<file path="config.mk">
export PLATFORM = sky130hd
export DESIGN_NAME = pbm_regs
export DESIGN_NICKNAME = d
export VERILOG_FILES = /design/src/pbm_pkg.sv /design/src/pbm_latch_bit.sv /design/src/pbm_regs.sv
export VERILOG_INCLUDE_DIRS = /design/src /design/src/src
export SDC_FILE = /design/constraint.sdc
export NUM_CORES = 1
export LEC_CHECK = 0
export ABC_CLOCK_PERIOD_IN_PS = 5040
export BUFFER_PORTS_ARGS = -buffer_cell sky130_fd_sc_hd__buf_2
export CELL_PAD_IN_SITES_DETAIL_PLACEMENT = 0
export CELL_PAD_IN_SITES_GLOBAL_PLACEMENT = 1
export CORE_MARGIN = 2
export CORE_UTILIZATION = 47
export DETAILED_ROUTE_END_ITERATION = 8
export PLACE_DENSITY = 0.85
export SETUP_SLACK_MARGIN = 0.4
export SLEW_MARGIN = 0
export SYNTH_ARGS = -nofsm -noshare
export SYNTH_HDL_FRONTEND = slang
export SYNTH_HIERARCHICAL = 1
export SYNTH_SLANG_ARGS = --single-unit
</file>
<file path="constraint.sdc">
create_clock -name clk_sys -period 5.04 [get_ports clk_sys]
set_input_delay 0.504 -clock clk_sys [delete_from_list [all_inputs] [get_ports clk_sys]]
set_output_delay 0.504 -clock clk_sys [all_outputs]
set_load 0.02 [all_outputs]
</file>
<file path="src/pbm_defines.svh">
// Index map, field positions, reset values and timing of the bank
`ifndef PBM_DEFINES_SVH
`define PBM_DEFINES_SVH

`define PBM_IDX_CTRL        5'h00
`define PBM_IDX_STAT        5'h01
`define PBM_IDX_ID_HIGH     5'h02
`define PBM_IDX_ID_LOW      5'h03
`define PBM_IDX_ADV         5'h04

`define PBM_CTRL_SRST       15
`define PBM_CTRL_LOOP       14
`define PBM_CTRL_SPEED      13
`define PBM_CTRL_ANEN       12
`define PBM_CTRL_PDOWN      11
`define PBM_CTRL_RESTART    9
`define PBM_CTRL_DUPLEX     8
`define PBM_CTRL_COLTEST    7

`define PBM_STAT_ANDONE     5
`define PBM_STAT_RFAULT     4
`define PBM_STAT_ANABLE     3
`define PBM_STAT_LINK       2
`define PBM_STAT_JABBER     1
`define PBM_STAT_EXTCAP     0
`define PBM_STAT_ABIL_RST   5'h0f

`define PBM_ADV_RFAULT      13
`define PBM_ADV_PAUSE_HI    11
`define PBM_ADV_PAUSE_LO    10
`define PBM_ADV_ABIL_HI     8
`define PBM_ADV_ABIL_LO     5
`define PBM_ADV_SEL_HI      4

`define PBM_LOOP_RST        1'h0
`define PBM_SPEED_RST       1'h1
`define PBM_ANEN_RST        1'h1
`define PBM_PDOWN_RST       1'h0
`define PBM_DUPLEX_RST      1'h0
`define PBM_COLTEST_RST     1'h0
`define PBM_ADV_RF_RST      1'h0
`define PBM_ADV_PAUSE_RST   2'h0
`define PBM_ADV_ABIL_RST    4'hf
`define PBM_ADV_SEL_RST     5'h01

`define PBM_CLK_PERIOD_NS   4
`define PBM_SOFT_RST_NS     40

`endif

</file>
<file path="src/pbm_pkg.sv">
// Types shared by the management register bank
package pbm_pkg;
	typedef logic [15:0] pbm_word_t;
	typedef enum logic [1:0] {
		PBM_PAUSE_NONE,
		PBM_PAUSE_SYM,
		PBM_PAUSE_ASYM,
		PBM_PAUSE_BOTH
	} pbm_pause_t;
	typedef enum {PBM_ST_RUN, PBM_ST_SRST} pbm_state_t;
endpackage

</file>
<file path="src/pbm_latch_bit.sv">
// Latching status bit, latch high or latch low, refreshed by a read
`timescale 1ns/1ps
`default_nettype none
module pbm_latch_bit
	import pbm_pkg::*;
#(
	parameter bit LATCH_LOW = 1'b0
)(
	input  wire logic clk_sys,
	input  wire logic rst_n,
	input  wire logic clear,
	input  wire logic live,
	input  wire logic readStrobe,
	output logic      value
);
	logic held_q;

	// A read reloads the live level, so an event in the read cycle stays
	always_ff @(posedge clk_sys or negedge rst_n)
	begin
		if (!rst_n)
			held_q <= 1'b0;
		else if (clear)
			held_q <= 1'b0;
		else if (readStrobe)
			held_q <= live;
		else if (LATCH_LOW)
			held_q <= held_q & live;
		else
			held_q <= held_q | live;
	end

	assign value = held_q;
endmodule // pbm_latch_bit
`default_nettype wire

</file>
<file path="src/pbm_regs.sv">
// Basic management register bank of a 10/100 transceiver
`timescale 1ns/1ps
`default_nettype none
`include "pbm_defines.svh"

module pbm_regs
	import pbm_pkg::*;
#(
	parameter logic [15:0] ID_HIGH_RST = 16'h1234, // Arbitrary value
	parameter logic [15:0] ID_LOW_RST  = 16'h5678  // Arbitrary value
)(
	input  wire logic       clk_sys,
	input  wire logic       rst_n,
	input  wire logic [4:0] mgmtIndex,
	input  wire logic [15:0] mgmtWrData,
	input  wire logic       mgmtWrite,
	input  wire logic       mgmtRead,
	output logic     [15:0] mgmtRdData,
	output logic            mgmtRdValid,
	input  wire logic       linkUpIn,
	input  wire logic       remoteFaultIn,
	input  wire logic       jabberIn,
	input  wire logic       anDoneIn,
	input  wire logic       anSpeed100In,
	input  wire logic       anDuplexFullIn,
	input  wire logic [1:0] partnerPauseIn,
	output logic            phyResetOut,
	output logic            loopbackEn,
	output logic            speed100,
	output logic            duplexFull,
	output logic            anEnable,
	output logic            anRestart,
	output logic            powerDown,
	output logic            colTestEn,
	output logic     [15:0] advWord,
	output logic            pauseSymEn,
	output logic            pauseAsymEn
);
	localparam int SoftRstCycles =
		(`PBM_SOFT_RST_NS + `PBM_CLK_PERIOD_NS - 1) / `PBM_CLK_PERIOD_NS;

	////////////////////////////////////////////////////////////////////////
	// Access decode
	pbm_state_t state_q;
	logic [7:0] srstCnt_q;
	logic       cfgClear;
	logic       ctrlWr;
	logic       statRead;
	logic       srstReq;

	assign cfgClear = (state_q == PBM_ST_SRST);
	assign ctrlWr   = mgmtWrite && (mgmtIndex == `PBM_IDX_CTRL) && !cfgClear;
	assign statRead = mgmtRead && (mgmtIndex == `PBM_IDX_STAT);
	// A reset request wins; the rest of that write is dropped
	assign srstReq  = ctrlWr && mgmtWrData[`PBM_CTRL_SRST];

	////////////////////////////////////////////////////////////////////////
	// Soft reset sequencer
	always_ff @(posedge clk_sys or negedge rst_n)
	begin
		if (!rst_n)
		begin
			state_q   <= PBM_ST_RUN;
			srstCnt_q <= 8'h00;
		end
		else
		begin
			case (state_q)
				PBM_ST_RUN:
				begin
					if (srstReq)
					begin
						state_q   <= PBM_ST_SRST;
						srstCnt_q <= 8'(SoftRstCycles - 1);
					end
				end
				PBM_ST_SRST:
				begin
					if (srstCnt_q == 8'h00)
						state_q <= PBM_ST_RUN;
					else
						srstCnt_q <= srstCnt_q - 8'h01;
				end
				default:
					state_q <= PBM_ST_RUN;
			endcase
		end
	end

	assign phyResetOut = cfgClear;

	////////////////////////////////////////////////////////////////////////
	// Control register
	logic loop_q;
	logic speed_q;
	logic anEn_q;
	logic pdown_q;
	logic restart_q;
	logic duplex_q;
	logic colTest_q;

	// Defaults held for the whole reset leave the device in normal mode
	always_ff @(posedge clk_sys or negedge rst_n)
	begin
		if (!rst_n)
		begin
			loop_q    <= `PBM_LOOP_RST;
			speed_q   <= `PBM_SPEED_RST;
			anEn_q    <= `PBM_ANEN_RST;
			pdown_q   <= `PBM_PDOWN_RST;
			duplex_q  <= `PBM_DUPLEX_RST;
			colTest_q <= `PBM_COLTEST_RST;
		end
		else if (cfgClear || srstReq)
		begin
			loop_q    <= `PBM_LOOP_RST;
			speed_q   <= `PBM_SPEED_RST;
			anEn_q    <= `PBM_ANEN_RST;
			pdown_q   <= `PBM_PDOWN_RST;
			duplex_q  <= `PBM_DUPLEX_RST;
			colTest_q <= `PBM_COLTEST_RST;
		end
		else if (ctrlWr)
		begin
			loop_q    <= mgmtWrData[`PBM_CTRL_LOOP];
			speed_q   <= mgmtWrData[`PBM_CTRL_SPEED];
			anEn_q    <= mgmtWrData[`PBM_CTRL_ANEN];
			pdown_q   <= mgmtWrData[`PBM_CTRL_PDOWN];
			duplex_q  <= mgmtWrData[`PBM_CTRL_DUPLEX];
			colTest_q <= mgmtWrData[`PBM_CTRL_COLTEST];
		end
	end

	// Restart is a one-cycle request to the negotiation engine
	always_ff @(posedge clk_sys or negedge rst_n)
	begin
		if (!rst_n)
			restart_q <= 1'b0;
		else
			restart_q <= ctrlWr && !srstReq
				&& mgmtWrData[`PBM_CTRL_RESTART];
	end

	////////////////////////////////////////////////////////////////////////
	// Operating outputs
	logic effSpeed_q;
	logic effDuplex_q;

	always_ff @(posedge clk_sys or negedge rst_n)
	begin
		if (!rst_n)
		begin
			effSpeed_q  <= `PBM_SPEED_RST;
			effDuplex_q <= `PBM_DUPLEX_RST;
		end
		else if (anEn_q)
		begin
			effSpeed_q  <= anSpeed100In;
			effDuplex_q <= anDuplexFullIn;
		end
		else
		begin
			effSpeed_q  <= speed_q;
			effDuplex_q <= duplex_q;
		end
	end

	assign loopbackEn = loop_q;
	assign speed100   = effSpeed_q;
	assign duplexFull = effDuplex_q;
	assign anEnable   = anEn_q;
	assign anRestart  = restart_q;
	assign powerDown  = pdown_q;
	assign colTestEn  = colTest_q;

	////////////////////////////////////////////////////////////////////////
	// Identifier and advertisement registers
	logic [15:0] idHigh_q;
	logic [15:0] idLow_q;
	logic        advRf_q;
	logic [1:0]  advPause_q;
	logic [3:0]  advAbil_q;
	logic [4:0]  advSel_q;
	logic        advWr;

	assign advWr = mgmtWrite && (mgmtIndex == `PBM_IDX_ADV) && !cfgClear;

	always_ff @(posedge clk_sys or negedge rst_n)
	begin
		if (!rst_n)
		begin
			idHigh_q <= ID_HIGH_RST;
			idLow_q  <= ID_LOW_RST;
		end
		else if (cfgClear)
		begin
			idHigh_q <= ID_HIGH_RST;
			idLow_q  <= ID_LOW_RST;
		end
		else if (mgmtWrite && (mgmtIndex == `PBM_IDX_ID_HIGH))
			idHigh_q <= mgmtWrData;
		else if (mgmtWrite && (mgmtIndex == `PBM_IDX_ID_LOW))
			idLow_q  <= mgmtWrData;
	end

	always_ff @(posedge clk_sys or negedge rst_n)
	begin
		if (!rst_n)
		begin
			advRf_q    <= `PBM_ADV_RF_RST;
			advPause_q <= `PBM_ADV_PAUSE_RST;
			advAbil_q  <= `PBM_ADV_ABIL_RST;
			advSel_q   <= `PBM_ADV_SEL_RST;
		end
		else if (cfgClear)
		begin
			advRf_q    <= `PBM_ADV_RF_RST;
			advPause_q <= `PBM_ADV_PAUSE_RST;
			advAbil_q  <= `PBM_ADV_ABIL_RST;
			advSel_q   <= `PBM_ADV_SEL_RST;
		end
		else if (advWr)
		begin
			advRf_q    <= mgmtWrData[`PBM_ADV_RFAULT];
			advPause_q <= mgmtWrData[`PBM_ADV_PAUSE_HI:`PBM_ADV_PAUSE_LO];
			advAbil_q  <= mgmtWrData[`PBM_ADV_ABIL_HI:`PBM_ADV_ABIL_LO];
			advSel_q   <= mgmtWrData[`PBM_ADV_SEL_HI:0];
		end
	end

	assign advWord = {2'h0, advRf_q, 1'h0, advPause_q, 1'h0,
		advAbil_q, advSel_q};

	////////////////////////////////////////////////////////////////////////
	// Pause resolution at negotiation completion
	logic anDonePrev_q;
	logic pauseSym_q;
	logic pauseAsym_q;
	pbm_pause_t localPause;

	assign localPause = pbm_pause_t'(advPause_q);

	always_ff @(posedge clk_sys or negedge rst_n)
	begin
		if (!rst_n)
			anDonePrev_q <= 1'b0;
		else
			anDonePrev_q <= anDoneIn;
	end

	// Symmetric is preferred; never both at once
	always_ff @(posedge clk_sys or negedge rst_n)
	begin
		if (!rst_n)
		begin
			pauseSym_q  <= 1'b0;
			pauseAsym_q <= 1'b0;
		end
		else if (cfgClear || !anDoneIn)
		begin
			pauseSym_q  <= 1'b0;
			pauseAsym_q <= 1'b0;
		end
		else if (!anDonePrev_q)
		begin
			case (localPause)
				PBM_PAUSE_SYM:
				begin
					pauseSym_q  <= partnerPauseIn[0];
					pauseAsym_q <= 1'b0;
				end
				PBM_PAUSE_ASYM:
				begin
					pauseSym_q  <= 1'b0;
					pauseAsym_q <= partnerPauseIn == 2'h3;
				end
				PBM_PAUSE_BOTH:
				begin
					pauseSym_q  <= partnerPauseIn[0];
					pauseAsym_q <= partnerPauseIn == 2'h2;
				end
				default:
				begin
					pauseSym_q  <= 1'b0;
					pauseAsym_q <= 1'b0;
				end
			endcase
		end
	end

	assign pauseSymEn  = pauseSym_q;
	assign pauseAsymEn = pauseAsym_q;

	////////////////////////////////////////////////////////////////////////
	// Status register
	logic rfSeen;
	logic linkSeen;
	logic jabSeen;

	pbm_latch_bit #(.LATCH_LOW(1'b0)) u_rf_latch (
		.clk_sys    (clk_sys),
		.rst_n      (rst_n),
		.clear      (cfgClear),
		.live       (remoteFaultIn),
		.readStrobe (statRead),
		.value      (rfSeen)
	);

	pbm_latch_bit #(.LATCH_LOW(1'b1)) u_link_latch (
		.clk_sys    (clk_sys),
		.rst_n      (rst_n),
		.clear      (cfgClear),
		.live       (linkUpIn),
		.readStrobe (statRead),
		.value      (linkSeen)
	);

	pbm_latch_bit #(.LATCH_LOW(1'b0)) u_jab_latch (
		.clk_sys    (clk_sys),
		.rst_n      (rst_n),
		.clear      (cfgClear),
		.live       (jabberIn),
		.readStrobe (statRead),
		.value      (jabSeen)
	);

	pbm_word_t statWord;
	pbm_word_t ctrlWord;

	always_comb
	begin
		statWord = 16'h0000;
		statWord[15:11] = `PBM_STAT_ABIL_RST;
		statWord[`PBM_STAT_ANDONE] = anDoneIn && anEn_q;
		statWord[`PBM_STAT_RFAULT] = rfSeen;
		statWord[`PBM_STAT_ANABLE] = 1'b1;
		statWord[`PBM_STAT_LINK]   = linkSeen;
		statWord[`PBM_STAT_JABBER] = jabSeen;
		statWord[`PBM_STAT_EXTCAP] = 1'b1;
	end

	assign ctrlWord = {cfgClear, loop_q, speed_q, anEn_q, pdown_q, 1'h0,
		restart_q, duplex_q, colTest_q, 7'h00};

	////////////////////////////////////////////////////////////////////////
	// Indexed read port
	always_ff @(posedge clk_sys or negedge rst_n)
	begin
		if (!rst_n)
		begin
			mgmtRdData  <= 16'h0000;
			mgmtRdValid <= 1'b0;
		end
		else
		begin
			mgmtRdValid <= mgmtRead;
			if (mgmtRead)
			begin
				case (mgmtIndex)
					`PBM_IDX_CTRL:    mgmtRdData <= ctrlWord;
					`PBM_IDX_STAT:    mgmtRdData <= statWord;
					`PBM_IDX_ID_HIGH: mgmtRdData <= idHigh_q;
					`PBM_IDX_ID_LOW:  mgmtRdData <= idLow_q;
					`PBM_IDX_ADV:     mgmtRdData <= advWord;
					default:          mgmtRdData <= 16'h0000;
				endcase
			end
		end
	end

	// Length of the current soft reset, for the checks below
	logic [7:0] srstLen_q;

	always_ff @(posedge clk_sys or negedge rst_n)
	begin
		if (!rst_n)
			srstLen_q <= 8'h00;
		else if (phyResetOut)
			srstLen_q <= srstLen_q + 8'h01;
		else
			srstLen_q <= 8'h00;
	end
endmodule // pbm_regs
`default_nettype wire

</file>
==> impl_metrics.tcl <==
set metrics [dict create \
    postCtsSetupRepairBufs 0 \
    cts_buffer_depth 2 \
    hold_buffers 0 \
    synth_area_sq_um 4010 \
    hold_class "input port to flip-flop" \
    start_util_pct 48.5 \
    finalWorstSetupSlack_ns 2.71 \
    ys_seq_area_share_pct 53.7 \
    critPathRequiredTime_ns 5.28 \
    p_switching_uw 638 \
    yosysMostFrequentCell "dfrtp_1" \
    cts_resized 0 \
    final_antenna_net_count 0 \
    r2r-start "state_q[0]$_DFFE_PN0P_" \
    clk_latency_ns 0.35 \
    synth-edff-count 0 \
    max-vdd-ir-drop_uv 203 \
    slew_headroom_pct 29.0 \
    setup_tns_ns 0 \
    hold_viol_final 0 \
    netSwitchingFraction_pct 34.5 \
    diodes 0 \
    die_y_microns 96.4 \
    async_flop_share_pct 100 \
    grt_pass1_wl_mm 16.5 \
    cp.arrival_ns 2.56 \
    grt_pass1_vias 3091 \
    synthTopCellsByCount "dfrtp_1, nand2_1, a21oi_1, dfstp_2" \
    cts_made_buffers 9 \
    tightest_slew_ns 1.06 \
    avgSynthCellArea_sq_um 11.0 \
    power_frac_clock_pct 25.8 \
    synth_top_family_by_area "compound AO/OA/AOI/OAI gates" \
    synthXorXnorAreaFrac_pct 0.437 \
    synth_top_area_share_pct 40.0 \
    fp.dieW_microns 96.4 \
    synth_compound_area_share_pct 20.7 \
    area_growth_pct 13.4 \
    slew_violations 0 \
    critPathLaunch "mgmtIndex[1]" \
    via_per_inst 5.97 \
    io_pins 76 \
    ys.warnings.count 6 \
    place_congestion 0.820 \
    min_period_over_period_pct 46.2 \
    gr-usage-all-layers_pct 23.7 \
    synth_cell_types 58 \
    antenna_found_initial 0 \
    overflow 0 \
    cap_viol_max_count 0 \
    syn_inst 366 \
    clkTransAtPathRegs_ns 0.09 \
    firstDrtPassIters 6 \
    start_kind "input port" \
    final-setup-viol-count 0 \
    drive_above_1_share_pct 30.9 \
    critPathCaptureType "flip-flop" \
    drt_iter0_drc 200 \
    totalPowerFinal_mw 1.85 \
    placementRows 33 \
    dp_hpwl_mm 7.03 \
    ys_top_cells_by_area "dfrtp_1, dfstp_2, a22o_1" \
    vias 3198 \
    status "finished clean" \
    cts_tree "yes" \
    min_period_ns 2.33 \
    path_max_fanout 18 \
    power_density_nw_per_um2 406 \
    sequentialPowerShare_pct 48.3 \
    worstSetupPathType "input port to flip-flop" \
    detail_route.wl_per_cell_microns 19.5 \
    synth-seq-cells 85 \
    synthSimpleGateAreaFrac_pct 17.1 \
    portBuffers 71 \
    grt_max_degree 86 \
    p_int_mw 1.21 \
    max_freq_mhz 429 \
    layout.nets 461 \
    synthFlopType "dfrtp_1" \
    htreeDepth 3 \
    drt-total-wl_mm 10.4 \
    ff2ff_setup_slack_ns 2.97 \
    drcViolationCount 0 \
    yosys-mux-area-fraction_pct 2.12 \
    pre_cts_slack_ns 2.45 \
    fin_skew_ns 0.0108 \
    clkSinkCount 85 \
    root_buffer "clkbuf_8" \
    rsz0062_at_grt "no" \
    coreArea_sq_um 8260 \
    cellLeakagePower_nw 2.14 \
    synthAdderAreaFrac_pct 0.624 \
    die_area_sq_um 9280 \
    hp-start "anDoneIn" \
    power.share.combinational_pct 25.9 \
    synth_top_area_cell "dfrtp_1" \
]
==> critical path: stages <==
cell and delay [ns]:
buf_2 0.27, nor2b_1 0.70, and2_1 0.46, a21oi_1 0.31, a22o_1 0.31
==> power groups by stage <==
stage / Combinational (mW) / Sequential [mW] / Clock, mW
floorplan: 0.309 / 0.914 / 0
global route: 0.526 / 0.907 / 0.517
global placement: 0.468 / 0.899 / 0
finish: 0.478 / 0.892 / 0.477
CTS: 0.479 / 0.890 / 0.485
detailed placement: 0.477 / 0.901 / 0
==> layout by cell type, fill, tap and decap left out, drive strengths merged, types with 9 or more instances in the layout <==
master,Yosys,layout
a21oi,27,27
a22o,20,20
and3,20,20
buf,8,73
clkbuf,19,10
dfrtp,64,64
dfstp,21,21
inv,9,9
nand2,41,41
nand3,16,16
nor2,11,11
nor3,10,10
o22a,13,13
o2bb2ai,13,13
==> final cells by class <==
cell class	instances	area (sq um)
timing repair buffer	73	373
sequential	85	2150
inverter	10	37.5
clock inverter	6	63.8
tap	105	131
clock buffer	10	128
multi-input combinational	247	1660
fill	775	3710
==> metrics by stage <==
step / instances / hold WS (ns) / utilization (%) / instance area, sq um
floorplan: 369 / 0.208 / - / 4020
global placement: 520 / 0.464 / 52.7 / 4350
global route: 536 / 0.261 / 55.0 / 4550
CTS: 536 / 0.268 / 55.0 / 4550
finish: 536 / 0.278 / 55.0 / 4550
detailed placement: 520 / 0.471 / 52.7 / 4350
==> cells by family (layout without fill, tap and decap cells) <==
| family | Yosys count | in the layout |
|---|---|---|
| buffers and inverters | 37 | 99 |
| adder cells (fa/ha/maj) | 2 | 2 |
| AND/OR/NAND/NOR | 128 | 128 |
| flip-flops | 85 | 85 |
| multiplexers | 8 | 8 |
| other | 1 | 4 |
| XOR/XNOR | 2 | 2 |
| AO/OA/AOI/OAI | 103 | 103 |
==> worst paths after layout <==
check / end / cells past startpoint
max: idLow_q[15]$_DFFE_PN0P_ / 5
min: anDonePrev_q$_DFF_PN0_ / 1
max reg2reg: idHigh_q[11]$_DFFE_PN0P_ / 4
min reg2reg: mgmtRdData[4]$_DFFE_PN0P_ / 1
max in group asynchronous: idHigh_q[13]$_DFFE_PN0P_ / 1
min in group asynchronous: anDonePrev_q$_DFF_PN0_ / 1
==> layer usage <==
| layer | vias up | track usage, % | part of all wire (%) |
|---|---|---|---|
| met5 | - | 0 | 0 |
| met4 | 0 | 7.51 | 1.2 |
| met3 | 10 | 4.86 | 6.6 |
| li1 | 1453 | - | - |
| met2 | 116 | 36.5 | 47 |
| met1 | 1619 | 33.9 | 45 |
==> sequential cells by signal, indices dropped and copies added (netlist names), 2 cells and up <==
| register | flops |
|---|---|
| idLow_q | 16 |
| advSel_q | 5 |
| advPause_q | 2 |
| mgmtRdData | 16 |
| idHigh_q | 16 |
| srstCnt_q | 8 |
| advAbil_q | 4 |
No activity file was read; power rests on OpenSTA's default activity.
